File: src/pkg/ctc_pkg.sv
// Package: constants and types shared by the cascadable counter unit
package ctc_pkg;

  // Clock rates and on-board source divider
  localparam int unsigned CLK_HZ = 100_000_000;
  localparam int unsigned SRC_HZ = 4_000_000;
  localparam int unsigned SRC_DIV = CLK_HZ / SRC_HZ;
  localparam logic [4:0] SRC_DIV_LAST = 5'(SRC_DIV - 1);

  // Register byte offsets
  localparam logic [7:0] OFF_CNT0 = 8'h00;
  localparam logic [7:0] OFF_CNT1 = 8'h04;
  localparam logic [7:0] OFF_CNT2 = 8'h08;
  localparam logic [7:0] OFF_CTRL = 8'h0C;
  localparam logic [7:0] OFF_OUTS = 8'h10;
  localparam logic [7:0] OFF_STAT = 8'h14;
  localparam logic [7:0] OFF_MASK = 8'h18;
  localparam logic [7:0] OFF_CNT32 = 8'h1C;

  // Control field positions
  localparam int unsigned MODE0_LSB = 0;
  localparam int unsigned MODE1_LSB = 2;
  localparam int unsigned MODE2_LSB = 4;
  localparam int unsigned GATE_BIT = 8;
  localparam int unsigned CTRL_W = 9;

  // Status and mask bit positions
  localparam int unsigned ST_CU = 0;
  localparam int unsigned ST_OVR = 1;
  localparam int unsigned ST_TC0 = 2;
  localparam int unsigned STAT_W = 5;

  // Values after reset
  localparam logic [8:0] CTRL_RST = 9'h000;
  localparam logic [4:0] MASK_RST = 5'h00;
  localparam logic [4:0] STAT_RST = 5'h00;
  localparam logic [15:0] RELOAD_RST = 16'h0000;

  // Counting modes of one stage
  typedef enum logic [1:0] {
    CTC_MODE_TERM = 2'b00,
    CTC_MODE_ONESHOT = 2'b01,
    CTC_MODE_RATE = 2'b10,
    CTC_MODE_RSVD = 2'b11
  } ctc_mode_t;

  // Static jumper chaining choices
  typedef enum logic [1:0] {
    CTC_CFG_CASCADE = 2'b00,
    CTC_CFG_EXT32 = 2'b01,
    CTC_CFG_GATE32 = 2'b10,
    CTC_CFG_RSVD = 2'b11
  } ctc_cfg_t;

  // Stage sequencing states
  typedef enum logic [1:0] {
    CTC_ST_IDLE = 2'b00,
    CTC_ST_LOAD = 2'b01,
    CTC_ST_RUN = 2'b10
  } ctc_stage_st_t;

endpackage

File: src/design/ctc_prescale.sv
// On-board counting source: one-cycle tick at the 4 MHz rate
`timescale 1ns/1ps
`default_nettype none
module ctc_prescale (
  // Clock and reset
  input wire logic pclk,
  input wire logic presetn,
  // Tick out
  output logic tick
);

  logic [4:0] div;
  logic [4:0] next_div;
  logic next_tick;

  // Wrap the divider once per source period
  always_comb begin
    next_tick = (div == ctc_pkg::SRC_DIV_LAST);
    next_div = next_tick ? 5'h00 : 5'(div + 5'h01);
  end

  always_ff @(posedge pclk or negedge presetn) begin
    if (!presetn) begin
      div <= 5'h00;
      tick <= 1'b0;
    end else begin
      div <= next_div;
      tick <= next_tick;
    end
  end

endmodule // ctc_prescale
`default_nettype wire

File: src/design/ctc_stage.sv
// One 16-bit down-counting stage with terminal, one-shot and rate modes
`timescale 1ns/1ps
`default_nettype none
module ctc_stage (
  // Clock and reset
  input wire logic pclk,
  input wire logic presetn,
  // Counting source and gate
  input wire logic tick,
  input wire logic gate,
  input wire logic gate_rise,
  // Programming
  input wire ctc_pkg::ctc_mode_t mode,
  input wire logic load,
  input wire logic [15:0] reload,
  // State out
  output logic [15:0] count,
  output logic out,
  output logic tc
);

  ctc_pkg::ctc_stage_st_t st;
  ctc_pkg::ctc_stage_st_t next_st;
  logic [15:0] next_count;
  logic next_out;
  logic next_tc;
  logic is_shot;
  logic is_rate;

  assign is_shot = (mode == ctc_pkg::CTC_MODE_ONESHOT);
  assign is_rate = (mode == ctc_pkg::CTC_MODE_RATE);

  // Next count, output level and terminal pulse
  always_comb begin
    next_st = st;
    next_count = count;
    next_out = out;
    next_tc = 1'b0;
    if (load) begin
      next_st = is_shot ? ctc_pkg::CTC_ST_IDLE : ctc_pkg::CTC_ST_LOAD;
      next_out = is_shot | is_rate;
    end else begin
      case (st)
        ctc_pkg::CTC_ST_IDLE: begin
          // One-shot waits for a gate edge as its trigger
          if (is_shot && gate_rise) begin
            next_st = ctc_pkg::CTC_ST_LOAD;
          end
        end
        ctc_pkg::CTC_ST_LOAD: begin
          if (tick) begin
            next_count = reload;
            next_st = ctc_pkg::CTC_ST_RUN;
            if (is_shot) begin
              next_out = 1'b0;
            end
          end
        end
        ctc_pkg::CTC_ST_RUN: begin
          if ((is_shot || is_rate) && gate_rise) begin
            next_st = ctc_pkg::CTC_ST_LOAD; // Retrigger restarts the count
          end else if (is_rate && !gate) begin
            next_out = 1'b1; // Gate low holds rate output high
          end else if (tick && (gate || is_shot)) begin
            next_count = 16'(count - 16'h0001);
            if (count == 16'h0001) begin
              next_tc = 1'b1;
              next_out = 1'b1;
              if (is_rate) begin
                next_count = reload; // Rate mode reloads and keeps going
              end else begin
                next_st = ctc_pkg::CTC_ST_IDLE;
              end
            end else if (is_rate && count == 16'h0002) begin
              next_out = 1'b0; // One source period low per cycle
            end
          end
        end
        default: next_st = ctc_pkg::CTC_ST_IDLE;
      endcase
    end
  end

  always_ff @(posedge pclk or negedge presetn) begin
    if (!presetn) begin
      st <= ctc_pkg::CTC_ST_IDLE;
      count <= ctc_pkg::RELOAD_RST;
      out <= 1'b0;
      tc <= 1'b0;
    end else begin
      st <= next_st;
      count <= next_count;
      out <= next_out;
      tc <= next_tc;
    end
  end

endmodule // ctc_stage
`default_nettype wire

File: src/design/ctc_unit.sv
// Three-stage jumper-chained counter unit with APB registers
`timescale 1ns/1ps
`default_nettype none

////////////////////////////////////////////////////////////////////////////
module ctc_unit (
  // Clock and reset
  input wire logic pclk,
  input wire logic presetn,
  // APB slave
  input wire logic psel,
  input wire logic penable,
  input wire logic pwrite,
  input wire logic [7:0] paddr,
  input wire logic [31:0] pwdata,
  input wire logic [3:0] pstrb,
  output logic [31:0] prdata,
  output logic pready,
  output logic pslverr,
  // Static jumpers
  input wire logic [1:0] chain_jumper,
  input wire logic output_route_jumper,
  // External counter connector
  input wire logic external_counter_connector_clk,
  input wire logic external_counter_connector_gate,
  output logic external_counter_connector_out,
  // Interrupt
  output logic irq
);

  ////////////////////////////////////////////////////////////////////////////
  // Helpers

  // Rising edge of a level against its previous sample
  function automatic logic rise(input logic now, input logic prev);
    rise = now & ~prev;
  endfunction

  // Merge write data into a 32-bit word under byte strobes
  function automatic logic [31:0] merge(input logic [31:0] old,
                                        input logic [31:0] wd,
                                        input logic [3:0] be);
    logic [31:0] r;
    r = old;
    for (int i = 0; i < 4; i++) begin
      if (be[i]) begin
        r[8*i +: 8] = wd[8*i +: 8];
      end
    end
    merge = r;
  endfunction

  // Pick a mode field out of the control word
  function automatic ctc_pkg::ctc_mode_t mode_of(input logic [8:0] c,
                                                 input int unsigned lsb);
    mode_of = ctc_pkg::ctc_mode_t'(c[lsb +: 2]);
  endfunction

  ////////////////////////////////////////////////////////////////////////////
  // Declarations

  logic [8:0] ctrl;
  logic [8:0] next_ctrl;
  logic [4:0] mask;
  logic [4:0] next_mask;
  logic [4:0] stat;
  logic [4:0] next_stat;
  logic [15:0] reload [3];
  logic [15:0] next_reload [3];
  logic [2:0] load;
  logic [1:0] outs;
  logic [1:0] next_outs;
  logic [31:0] next_prdata;
  logic next_pslverr;
  logic [2:0] out_prev;
  logic ext_clk_prev;
  logic ext_gate_prev;
  logic gate_prev;
  logic [2:0] tick;
  logic [2:0] gate;
  logic [2:0] gate_rise;
  logic [2:0] out;
  logic [2:0] tc;
  logic [15:0] count [3];
  logic src_tick;
  logic sw_gate;
  logic sw_gate_rise;
  logic ext_clk_rise;
  logic ext_gate_rise;
  logic wr;
  logic setup;
  logic [4:0] ev;
  logic [4:0] clr;
  logic is32;
  logic conn_out;
  ctc_pkg::ctc_cfg_t cfg;

  ////////////////////////////////////////////////////////////////////////////
  // Bus decode

  // Zero wait states: every access completes in its first access cycle
  assign pready = 1'b1;
  assign setup = psel & ~penable;
  assign wr = psel & penable & pwrite;

  // Read data and error are latched in setup so they come from flops
  always_comb begin
    next_prdata = 32'h0000_0000;
    next_pslverr = 1'b0;
    if (setup) begin
      case (paddr)
        ctc_pkg::OFF_CNT0: next_prdata = {16'h0000, count[0]};
        ctc_pkg::OFF_CNT1: next_prdata = {16'h0000, count[1]};
        ctc_pkg::OFF_CNT2: next_prdata = {16'h0000, count[2]};
        ctc_pkg::OFF_CTRL: next_prdata = {23'h000000, ctrl};
        ctc_pkg::OFF_OUTS: next_prdata = {30'h00000000, outs};
        ctc_pkg::OFF_STAT: next_prdata = {27'h0000000, stat};
        ctc_pkg::OFF_MASK: next_prdata = {27'h0000000, mask};
        ctc_pkg::OFF_CNT32: next_prdata = {count[2], count[1]};
        default: next_pslverr = 1'b1; // Unmapped address
      endcase
    end else begin
      next_prdata = prdata;
      next_pslverr = pslverr;
    end
  end

  always_ff @(posedge pclk or negedge presetn) begin
    if (!presetn) begin
      prdata <= 32'h0000_0000;
      pslverr <= 1'b0;
    end else begin
      prdata <= next_prdata;
      pslverr <= next_pslverr;
    end
  end

  ////////////////////////////////////////////////////////////////////////////
  // Programming registers

  // Reload words, control and mask take writes under byte strobes
  always_comb begin
    logic [31:0] w;
    w = 32'h0000_0000;
    next_ctrl = ctrl;
    next_mask = mask;
    load = 3'b000;
    for (int i = 0; i < 3; i++) begin
      next_reload[i] = reload[i];
    end
    if (wr) begin
      case (paddr)
        ctc_pkg::OFF_CNT0, ctc_pkg::OFF_CNT1, ctc_pkg::OFF_CNT2: begin
          for (int i = 0; i < 3; i++) begin
            if (paddr == 8'(4 * i)) begin
              w = merge({16'h0000, reload[i]}, pwdata, pstrb);
              next_reload[i] = w[15:0];
              load[i] = 1'b1; // New count arms the stage
            end
          end
        end
        ctc_pkg::OFF_CTRL: begin
          w = merge({23'h000000, ctrl}, pwdata, pstrb);
          next_ctrl = w[8:0];
        end
        ctc_pkg::OFF_MASK: begin
          w = merge({27'h0000000, mask}, pwdata, pstrb);
          next_mask = w[4:0];
        end
        default: w = 32'h0000_0000;
      endcase
    end
  end

  always_ff @(posedge pclk or negedge presetn) begin
    if (!presetn) begin
      ctrl <= ctc_pkg::CTRL_RST;
      mask <= ctc_pkg::MASK_RST;
      for (int i = 0; i < 3; i++) begin
        reload[i] <= ctc_pkg::RELOAD_RST;
      end
    end else begin
      ctrl <= next_ctrl;
      mask <= next_mask;
      for (int i = 0; i < 3; i++) begin
        reload[i] <= next_reload[i];
      end
    end
  end

  ////////////////////////////////////////////////////////////////////////////
  // Edge detection of counting sources and gates

  always_ff @(posedge pclk or negedge presetn) begin
    if (!presetn) begin
      out_prev <= 3'b000;
      ext_clk_prev <= 1'b0;
      ext_gate_prev <= 1'b0;
      gate_prev <= 1'b0;
    end else begin
      out_prev <= out;
      ext_clk_prev <= external_counter_connector_clk;
      ext_gate_prev <= external_counter_connector_gate;
      gate_prev <= sw_gate;
    end
  end

  assign sw_gate = ctrl[ctc_pkg::GATE_BIT];
  assign sw_gate_rise = rise(sw_gate, gate_prev);
  assign ext_clk_rise = rise(external_counter_connector_clk, ext_clk_prev);
  assign ext_gate_rise = rise(external_counter_connector_gate,
                              ext_gate_prev);

  ////////////////////////////////////////////////////////////////////////////
  // Jumper routing of clocks and gates

  // Jumpers are static; a change while counting gives undefined counts
  assign cfg = ctc_pkg::ctc_cfg_t'(chain_jumper);
  assign is32 = (cfg == ctc_pkg::CTC_CFG_EXT32) ||
                (cfg == ctc_pkg::CTC_CFG_GATE32);

  always_comb begin
    // Stage 0 always runs from the on-board source
    tick[0] = src_tick;
    gate[0] = sw_gate;
    gate_rise[0] = sw_gate_rise;
    // Stage 2 is clocked by stage 1 in every setting
    tick[2] = rise(out[1], out_prev[1]);
    gate[2] = sw_gate;
    gate_rise[2] = sw_gate_rise;
    case (cfg)
      ctc_pkg::CTC_CFG_EXT32: begin
        tick[1] = ext_clk_rise;
        gate[1] = external_counter_connector_gate;
        gate_rise[1] = ext_gate_rise;
        gate[2] = 1'b1; // High half follows low half only
        gate_rise[2] = 1'b0;
      end
      ctc_pkg::CTC_CFG_GATE32: begin
        tick[1] = rise(out[0], out_prev[0]);
        gate[1] = external_counter_connector_gate;
        gate_rise[1] = ext_gate_rise;
        gate[2] = 1'b1;
        gate_rise[2] = 1'b0;
      end
      default: begin
        tick[1] = rise(out[0], out_prev[0]);
        gate[1] = sw_gate;
        gate_rise[1] = sw_gate_rise;
      end
    endcase
  end

  ////////////////////////////////////////////////////////////////////////////
  // Counting source and stages

  ctc_prescale u_src (
    .pclk(pclk),
    .presetn(presetn),
    .tick(src_tick)
  );

  // Identical stages; only the routing above differs per setting
  for (genvar g = 0; g < 3; g++) begin : g_stage
    ctc_stage u_stage (
      .pclk(pclk),
      .presetn(presetn),
      .tick(tick[g]),
      .gate(gate[g]),
      .gate_rise(gate_rise[g]),
      .mode(mode_of(ctrl, 2 * g)),
      .load(load[g]),
      .reload(reload[g]),
      .count(count[g]),
      .out(out[g]),
      .tc(tc[g])
    );
  end

  ////////////////////////////////////////////////////////////////////////////
  // Output capture and connector

  // Stage 1 and 2 outputs sampled each cycle for software
  always_comb begin
    next_outs = {out[2], out[1]};
    conn_out = is32 & output_route_jumper & out[2];
  end

  always_ff @(posedge pclk or negedge presetn) begin
    if (!presetn) begin
      outs <= 2'b00;
      external_counter_connector_out <= 1'b0;
    end else begin
      outs <= next_outs;
      external_counter_connector_out <= conn_out;
    end
  end

  ////////////////////////////////////////////////////////////////////////////
  // Status, mask and interrupt

  // Count-up is the final stage's terminal count; overrun is a count-up
  // that arrives while the previous one is still unacknowledged
  always_comb begin
    ev = 5'h00;
    ev[ctc_pkg::ST_CU] = tc[2];
    ev[ctc_pkg::ST_OVR] = tc[2] & stat[ctc_pkg::ST_CU];
    ev[ctc_pkg::ST_TC0 +: 3] = tc;
    clr = 5'h00;
    if (wr && paddr == ctc_pkg::OFF_STAT && pstrb[0]) begin
      clr = pwdata[4:0];
    end
    // A new event wins over a clear in the same cycle
    next_stat = (stat & ~clr) | ev;
  end

  always_ff @(posedge pclk or negedge presetn) begin
    if (!presetn) begin
      stat <= ctc_pkg::STAT_RST;
    end else begin
      stat <= next_stat;
    end
  end

  assign irq = |(stat & mask);

endmodule // ctc_unit
`default_nettype wire

File: config.mk
export PLATFORM = sky130hd
export DESIGN_NAME = ctc_unit
export DESIGN_NICKNAME = d
export VERILOG_FILES = /design/src/pkg/ctc_pkg.sv /design/src/design/ctc_prescale.sv /design/src/design/ctc_stage.sv /design/src/design/ctc_unit.sv
export SDC_FILE = /design/constraint.sdc
export NUM_CORES = 1
export LEC_CHECK = 0
export BUFFER_PORTS_ARGS = -buffer_cell sky130_fd_sc_hd__buf_4
export CORE_ASPECT_RATIO = 1.75
export CORE_MARGIN = 1
export CORE_UTILIZATION = 34
export CTS_CLUSTER_SIZE = 40
export DETAILED_ROUTE_END_ITERATION = 8
export PLACE_DENSITY = 0.48
export SYNTH_ARGS = -nofsm -noshare
export SYNTH_HDL_FRONTEND = slang
export SYNTH_HIERARCHICAL = 1
export SYNTH_SLANG_ARGS = --single-unit
File: constraint.sdc
create_clock -name pclk -period 7.03 [get_ports pclk]
set_clock_uncertainty 0.1 [all_clocks]
set_input_delay 1.0545 -clock pclk [delete_from_list [all_inputs] [get_ports pclk]]
set_output_delay 1.0545 -clock pclk [all_outputs]
set_load 0.005 [all_outputs]
# After elaboration in Yosys (flattened, before gate mapping)
# Index checks and enable logic that the tools add are counted.
# totals
regBits	174
input_bits	54
out_inout_bits	36
wordCells	302
# classes
n_eq_ne	70
muxes	110
bitwise	27
n_reduce_logical	59
n_addsub	4
# ops
cell	count
$mux W16	18
$pmux W32 S8	1
$pmux W16 S2	3
$mux W1	54
$reduce_and A6 Y1	9
$eq A16 B1 Y1 const B	3
$eq A16 B2 Y1 const B	3
$mux W2	24
$sub A16 B1 Y16 const B	3
$ne A4 B2 Y1 const B	9
$eq A8 B5 Y1 const B	4
$ne A3 B2 Y1 const B	8
$reduce_and A4 Y1	6
$pmux W2 S3	3
$logic_and A1 B1 Y1	17
$eq A8 B4 Y1 const B	2
$ne A5 B2 Y1 const B	3
$eq A2 B1 Y1 const B	7
$eq A2 B2 Y1 const B	7
$ne A2 B2 Y1 const B	7
$ne A3 B3 Y1 const B	4
$ne A4 B3 Y1 const B	3
$ne A4 B4 Y1 const B	3
$and A1 B1 Y1	11
other kinds (23)	58

# Depth between registers and ports, before layout
# Gate-level depths: netlist of the first run.
# logic_depth
word_depth	10
ltp_mapped	11
mapped_depth_nobuf	9

# Modules after synthesis
# The synthesis of the first run kept the hierarchy.
# modules_own_cells
mod	seq_area_each_um2	cells_each	n_inst	area_each_um2
ctc_unit	2677.6	368	1	4718.3
ctc_stage (g_stage[0].u_stage ...)	500.5	192	2	1647.8
ctc_stage (g_stage[2].u_stage)	500.5	177	1	1556.5
ctc_prescale	150.1	25	1	291.5

# Worst setup path before layout of the first run
# OpenSTA, ideal clock, no wires.
# synth_path
path_type	in2reg
startpoint	input paddr[2]
endpoint	register g_stage[2].u_stage.count[13]
path_buffers	1
path_slack_ns	3.592
path_stages	7
setup_ns	0.124
t_arrival_ns	3.214
required_time_ns	6.806
cell_sequence	clkbuf_1 -> nand2b_1 -> nor2_1 -> or3b_2 -> a2111oi_1 -> a22oi_1 -> a211o_1
# synth_between
elab_chain_len	6
elab_cells_between_ends	9
classes_between	eq/ne: 2; mux: 3; bitwise: 1; reduce/logical: 3
# synth_lines
element	line_no	rtl
start: declaration	ctc_unit.sv:14	input wire logic [7:0] paddr,
$eq A8 B3 Y1, or another cell as far along	ctc_unit.sv:152	case (paddr)
$reduce_or A3 Y1 / $mux W1 (equally long branches)	ctc_unit.sv:152, ctc_unit.sv:155	
$mux W3 *	ctc_unit.sv:152	
$mux W3 *	ctc_unit.sv:151	if (wr) begin
net load[2]	ctc_unit.sv:70	logic [2:0] load;
$not A1 Y1 (no line) *	-	
$reduce_and A6 Y1 (no line) *	-	
end signal: assignment	ctc_stage.sv:87	count <= ctc_pkg::RELOAD_RST;
end signal: assignment	ctc_stage.sv:92	count <= next_count;
end: declaration	ctc_stage.sv:17	output logic [15:0] count,
# Mark *: on every way through the listed nets, which the timed path passes. The rest lies on a longest branch.
# A chain may end at the register's enable or synchronous reset.

# Worst setup path after layout of the first run
# layout_path
startpoint	input paddr[4]
endpoint	register g_stage[0].u_stage.count[7]
# layout_between
elab_chain_len	6
elab_cells_between_ends	9
classes_between	eq/ne: 2; mux: 3; bitwise: 1; reduce/logical: 3
# layout_lines
element	line_no
$eq A8 B3 Y1, or another cell as far along	ctc_unit.sv:152
$reduce_or A3 Y1 / $mux W1 (equally long branches)	ctc_unit.sv:152, ctc_unit.sv:155
$mux W3 *	ctc_unit.sv:152
$mux W3 *	ctc_unit.sv:151
net load[0]	ctc_unit.sv:70
$not A1 Y1 (no line) *	-
$reduce_and A6 Y1 (no line) *	-
end signal: assignment	ctc_stage.sv:87
end signal: assignment	ctc_stage.sv:92
end: declaration	ctc_stage.sv:17
# Marks and branches as above.

==> results of run 1 <==
-- layer usage --
layer	vias to the layer above	global-route usage (%)
li1	3692	-
met4	0	10.2
met2	199	41.1
met3	50	2.98
met1	3962	24.1
met5	-	0
-- worst paths after layout --
| check | start | to | slack [ns] | depth (start not counted) |
|---|---|---|---|---|
| max in group asynchronous | presetn | g_stage[2].u_stage/count[9] | 4.64 | 2 |
| max reg2reg | ctrl[8] | g_stage[2].u_stage/count[0] | 3.73 | 7 |
| max | paddr[4] | g_stage[0].u_stage/count[7] | 3.28 | 9 |
| min in group asynchronous | presetn | reload[28] | 0.59 | 1 |
| min reg2reg | g_stage[2].u_stage/out | outs[1] | 0.30 | 0 |
| min | g_stage[2].u_stage/out | outs[1] | 0.30 | 0 |
-- cells in the final DEF (no fill, tap or decap), types with 5 or more instances in the layout --
cell type	instances
and2_1	8
a21oi_1	26
a21o_1	7
nor3_4	5
and3_1	5
nor4_1	14
buf_4	78
a22o_1	17
a21boi_0	5
o21a_1	6
dfrtp_1	173
a2bb2oi_1	12
nand2b_1	12
inv_1	39
mux2i_1	53
a22oi_1	23
ha_1	33
or4_4	6
clkbuf_16	17
o2bb2ai_1	6
clkinvlp_4	5
a31oi_1	5
nor2_1	33
o211ai_1	24
nor3_1	26
mux2_2	63
nand2_1	87
nand3_1	48
or4_1	8
o21ai_0	35
nand4_1	18
or3_1	8
nor2b_1	16
-- worst max-delay path, delay by kind of cell --
family / cells / cell delay [ns]
buffers and inverters: 2 / 0.49
AND/OR/NAND/NOR: 5 / 1.72
AO/OA/AOI/OAI: 2 / 0.72
-- report_power, final --
part	switching [mW]	internal, mW
clock	0.427	0.579
combinational	1.04	0.632
sequential	0.300	1.15
total	1.76	2.36
-- sequential cells by signal, indices dropped and copies added, names as in the netlist, 2 cells and up --
name / count
u_src/div: 5
reload: 48
outs: 2
g_stage.u_stage/out: 3
g_stage.u_stage/st: 6
stat: 5
prdata: 32
mask: 5
ctrl: 9
g_stage.u_stage/count: 48
g_stage.u_stage/tc: 3
-- final cells by class --
type | instances | area share, %
clock buffers | 19 | 4.00
clock inverters | 13 | 1.45
inverters | 39 | 1.29
multi-input cells | 698 | 45.6
flip-flops and latches | 173 | 38.2
well taps | 378 | 4.17
repair buffers | 79 | 5.29
-- metrics by stage --
| step | cell area, um2 | total power, mW | hold WS [ns] | utilization, % |
|---|---|---|---|---|
| global route | 11300 | 4.38 | 0.320 | 39.6 |
| CTS | 11300 | 4.16 | 0.309 | 39.6 |
| global placement | 10700 | 3.11 | 0.287 | 37.4 |
| detailed placement | 10700 | 3.13 | 0.294 | 37.4 |
| floorplan | 9860 | 2.59 | 0.269 | - |
| finish | 11300 | 4.13 | 0.304 | 39.6 |
-- kinds of logic after synthesis --
family,count (synthesis),synth area share [%]
buffers and inverters,83,3.73
XOR/XNOR,1,0.0888
AND/OR/NAND/NOR,333,19.7
flip-flops,173,43.9
adder cells (fa/ha/maj),33,4.19
AO/OA/AOI/OAI,213,15.7
other,1,0.0380
multiplexers,117,12.7
==> run_results.csv, run 1 <==
group,metric,value,unit
status,outcome,"complete, no violations",
setup_path,arrival,4.01,ns
die,die_w,131,um
placed_design,gp_congestion,0.844,
die,ioPinCount,90,
sta,tightest_slew,1.11,ns
cells_and_area,drive_gt1_share,21.0,%
synthesis,ys_ff_latch,173,
clock_tree,cts-root-buf,"clkbuf_16",
sta,setup_ws,3.28,ns
sta,relSlewSlack,25.6,%
clock_tree,clock_sinks,173,
global_routing,grt_max_degree,108,
synthesis,synth_top_flop_cell,"dfrtp_1",
synthesis,synthesis.area,9860,um2
synthesis,yosysMostFrequentCell,"dfrtp_1",
cells_and_area,multi_input_area,5160,um2
setup_path,crit_required,7.30,ns
setup_path,worstPathCellList,"buf_4 > nor4_4 > nand3_2 > nor3_1 > inv_1 > nand2_1 > a21o_1 > nor2_1 > o211ai_1",
sta,finalHoldViolCount,0,
worst_hold_path,hold_path.class,"register to register",
sta,finalSetupViolations,0,
synthesis,synth_top_area_share,43.9,%
synthesis,synthArstFlopShare,100,%
sta,maxSlewViolCount,0,
sta,rsz0062_at_grt,"false",
route,wl_met1,12000,um
global_routing,grt_pass1_vias,8000,
die,start_util,34.5,%
route,top_layer,"met4",
synthesis,synth_cell_type_count,79,
synthesis,synth_top_cell_by_area,"dfrtp_1",
global_routing,antenna_found_initial,0,
clock_tree,cts_hold_buf,0,
placed_design,dpl.hpwl,23400,um
route,met3WireLength,951,um
setup_path,endpoint_kind,"register",
die,rows,82,
clock_tree,cts_setup_buffers,0,
run,max-cap-violations,0,
synthesis,synth.top_cells.by_count,"dfrtp_1, nand2_1, mux2_2",
clock_tree,clk_latency,0.45,ns
die,core_area,28600,um2
die,die_area,29700,um2
route,final_antenna_net_count,0,
route,drc,0,
setup_path,setup.worst_path.start_class,"input port",
setup_path,critical_path_class,"input port to register",
clock_tree,clk_pin_slew,0.07,ns
synthesis,ys_top_cells_by_area,"dfrtp_1, mux2_2, mux2i_1",
cells_and_area,nFillCells,2805,
clock_tree,htree_levels,4,
placed_design,dp.cells,1367,
global_routing,grt_use_total,22.0,%
placed_design,pre_cts_ws,2.85,ns
synthesis,yosysSeqAreaShare,43.9,%
clock_tree,cts_buffer_depth,2,
clock_tree,cts_resized,0,
route,wl_per_cell,22.4,um
placed_design,numPortBuffers,70,
route,wirelength,31300,um
die,die_h,227,um
synthesis,avgSynthCellArea,10.3,um2
route,drt_iter0_drc,497,
setup_path,crit_slowest_cell,"nor3_1",
power,peakVddDrop,0.242,mV
sta,fin_crit_sh,53.3,%
power,powerDensity,364,nW/um2
synthesis,synthCells,954,
setup_path,critPathMaxFanout,16,
cells_and_area,regArea,4330,um2
setup_path,cp_slowest_stage_delay,0.67,ns
route,vias_per_cell,5.65,
cells_and_area,area_delta_synth_final,14.9,%
route,wl_met2,17200,um
clock_tree,cts_tree,"done",
synthesis,ys_warn_count,6,
route,via_count,7903,
synthesis,synth_edf_count,0,
cells_and_area,fin_cells,1399,
cells_and_area,final_nets,1095,
global_routing,grt_pass1_wl,47500,um
power,power_leakage,5.00,nW
clock_tree,cts_buffers,17,
sta,achievable-frequency,267,MHz
synthesis,synth_nets,1041,
global_routing,grt.overflow.total,0,
sta,fin_tns_setup,0,ns
route,first_pass_iters,5,
cells_and_area,diodes,0,
sta,period_needed,3.75,ns
Note: power is estimated with default switching activity, not from simulation.
==> run 2: changes to the inputs <==
==> constraint.sdc (replaced) <==
create_clock -name pclk -period 3.75 [get_ports pclk]
set_clock_uncertainty 0.1 [all_clocks]
set_input_delay 0.5625 -clock pclk [delete_from_list [all_inputs] [get_ports pclk]]
set_output_delay 0.5625 -clock pclk [all_outputs]
set_load 0.005 [all_outputs]
==> run 2 against run 1 <==
- cell area rose by 2.0%
- die area stayed put
- flip-flop and latch count unchanged
- via count grew 0.75%
- wire length grew 1.1%
- hold slack got worse by 0.29 ns
- non-clock buffer count is 26 higher
- largest cell class unchanged
==> run_results.csv, run 2 (synthesis results as in run 1) <==
group,metric,value,unit
cells_and_area,drive_gt1_share,22.7,%
power,power_leakage,5.15,nW
cells_and_area,area_delta_synth_final,17.2,%
clock_tree,cts_resized,0,
setup_path,worst_path_most_repeated_cell,"nor2b_1",
cells_and_area,final_nets,1121,
placed_design,gp_congestion,0.862,
die,die_h,227,um
die,start_util,34.5,%
sta,tightest_slew,0.849,ns
route,wl_per_cell,22.2,um
die,die_area,29700,um2
cells_and_area,reg_top3,"g_stage.u_stage/count x48, reload x48, prdata x32",
placed_design,pre_cts_ws,0.593,ns
clock_tree,clock_sinks,173,
sta,fin_tns_setup,0,ns
sta,achievable-frequency,365,MHz
cells_and_area,final_cell_mix,"dfrtp_1, buf_4, nand2_1",
setup_path,endpoint_kind,"register",
status,outcome,"complete, no violations",
route,via_count,7962,
die,ioPinCount,90,
sta,finalHoldViolCount,0,
clock_tree,clk_pin_slew,0.07,ns
sta,finalSetupViolations,0,
clock_tree,cts_buffers,17,
die,core_area,28600,um2
setup_path,crit_family,"simple AND/OR/NAND/NOR gates",
route,wirelength,31600,um
route,drt_iter0_drc,360,
clock_tree,cts-root-buf,"clkbuf_16",
route,final_antenna_net_count,0,
route,vias_per_cell,5.59,
global_routing,grt_pass1_vias,8110,
setup_path,crit_required,4.02,ns
placed_design,dpl.hpwl,24200,um
clock_tree,cts_buffer_depth,2,
clock_tree,clk_latency,0.45,ns
setup_path,worstPathCellList,"nor2b_1 > nor2b_1 > or3b_2 > a21o_1 > buf_4 > or4_1 > o211ai_1",
clock_tree,cts_setup_buffers,0,
setup_path,critPathMaxFanout,14,
global_routing,grt_pass1_wl,48500,um
sta,fin_crit_sh,73.0,%
setup_path,path_depth,7,
global_routing,antenna_found_initial,0,
sta,setup_ws,1.01,ns
cells_and_area,final_common_cell,"dfrtp_1",
clock_tree,htree_levels,4,
global_routing,grt_max_degree,69,
clock_tree,cts_tree,"done",
global_routing,grt_use_total,22.5,%
sta,period_needed,2.74,ns
setup_path,arrival,3.01,ns
worst_hold_path,hold_path.class,"input port to asynchronous set/reset pin",
setup_path,crit_slowest_cell,"or3b_2",
setup_path,critical_path_class,"register to register",
power,powerDensity,687,nW/um2
die,rows,82,
setup_path,path_buf_inv,1,
setup_path,rr_worst_depth,7,
die,die_w,131,um
global_routing,grt.overflow.total,0,
sta,rsz0062_at_grt,"false",
route,first_pass_iters,4,
sta,relSlewSlack,43.0,%
power,peakVddDrop,0.393,mV
power,power,7.93,mW
setup_path,setup.worst_path.start_class,"register",
run,max-cap-violations,0,
route,drc,0,
cells_and_area,diodes,0,
clock_tree,cts_hold_buf,0,
sta,maxSlewViolCount,0,
setup_path,cp_slowest_stage_delay,0.52,ns
placed_design,numPortBuffers,70,
[run 2: changes by cell type in the layout (fill, tap and decap cells not counted), sizes merged]
cell	delta
clkinv	+1
buf	+26
clkinvlp	-4
clkbuf	+3
inv	-1
bufinv	+1
[run 2: layer usage]
metal	track usage, %	vias up	share of wire, %
met5	0	-	0
met1	24.5	4020	38
li1	-	3734	-
met2	42.6	154	56
met3	2.94	54	2.7
met4	9.90	0	3.4
[run 2: worst paths after layout]
path                                                start                           end  slack, ns
setup / recovery                   g_stage[1].u_stage/out  g_stage[2].u_stage/count[14]       1.01
hold / removal                                    presetn                    reload[26]       0.02
setup reg to reg                   g_stage[1].u_stage/out  g_stage[2].u_stage/count[14]       1.01
hold reg to reg                    g_stage[2].u_stage/out                       outs[1]       0.29
max in group asynchronous                         presetn                     prdata[5]       2.69
min in group pclk          external_counter_connector_clk                  ext_clk_prev       0.12
[run 2: power by group]
part	internal, mW	total (mW)	leakage (nW)	switching [mW]
clock	1.17	1.96	0.310	0.790
sequential	2.16	2.71	2.33	0.549
combinational	1.28	3.27	2.52	1.99
total	4.61	7.93	5.15	3.32
[run 2: area by class of cell]
class | count | area (um2)
fillers | 2789 | 17100
repair buffers | 105 | 807
inverters | 39 | 146
clock buffers | 22 | 474
clock inverters | 10 | 160
well taps | 378 | 473
multi-input cells | 698 | 5160
flip-flops and latches | 173 | 4330
[run 2: worst register-to-register path, stage by stage (launching register included)]
cell	delay [ns]
dfrtp_1	0.42
nor2b_1	0.32
nor2b_1	0.11
or3b_2	0.52
a21o_1	0.36
buf_4	0.25
or4_1	0.46
o211ai_1	0.10
[run 2: stage by stage]
step	hold slack, ns	util [%]	cell area, um2	std cells
2_1_floorplan	0.167	-	9860	954
3_3_place_gp	0.288	38.2	10900	1393
3_5_place_dp	0.291	38.2	10900	1393
4_1_cts	0.0385	40.4	11600	1425
5_1_grt	0.0576	40.4	11600	1425
6_report	0.0182	40.4	11600	1425
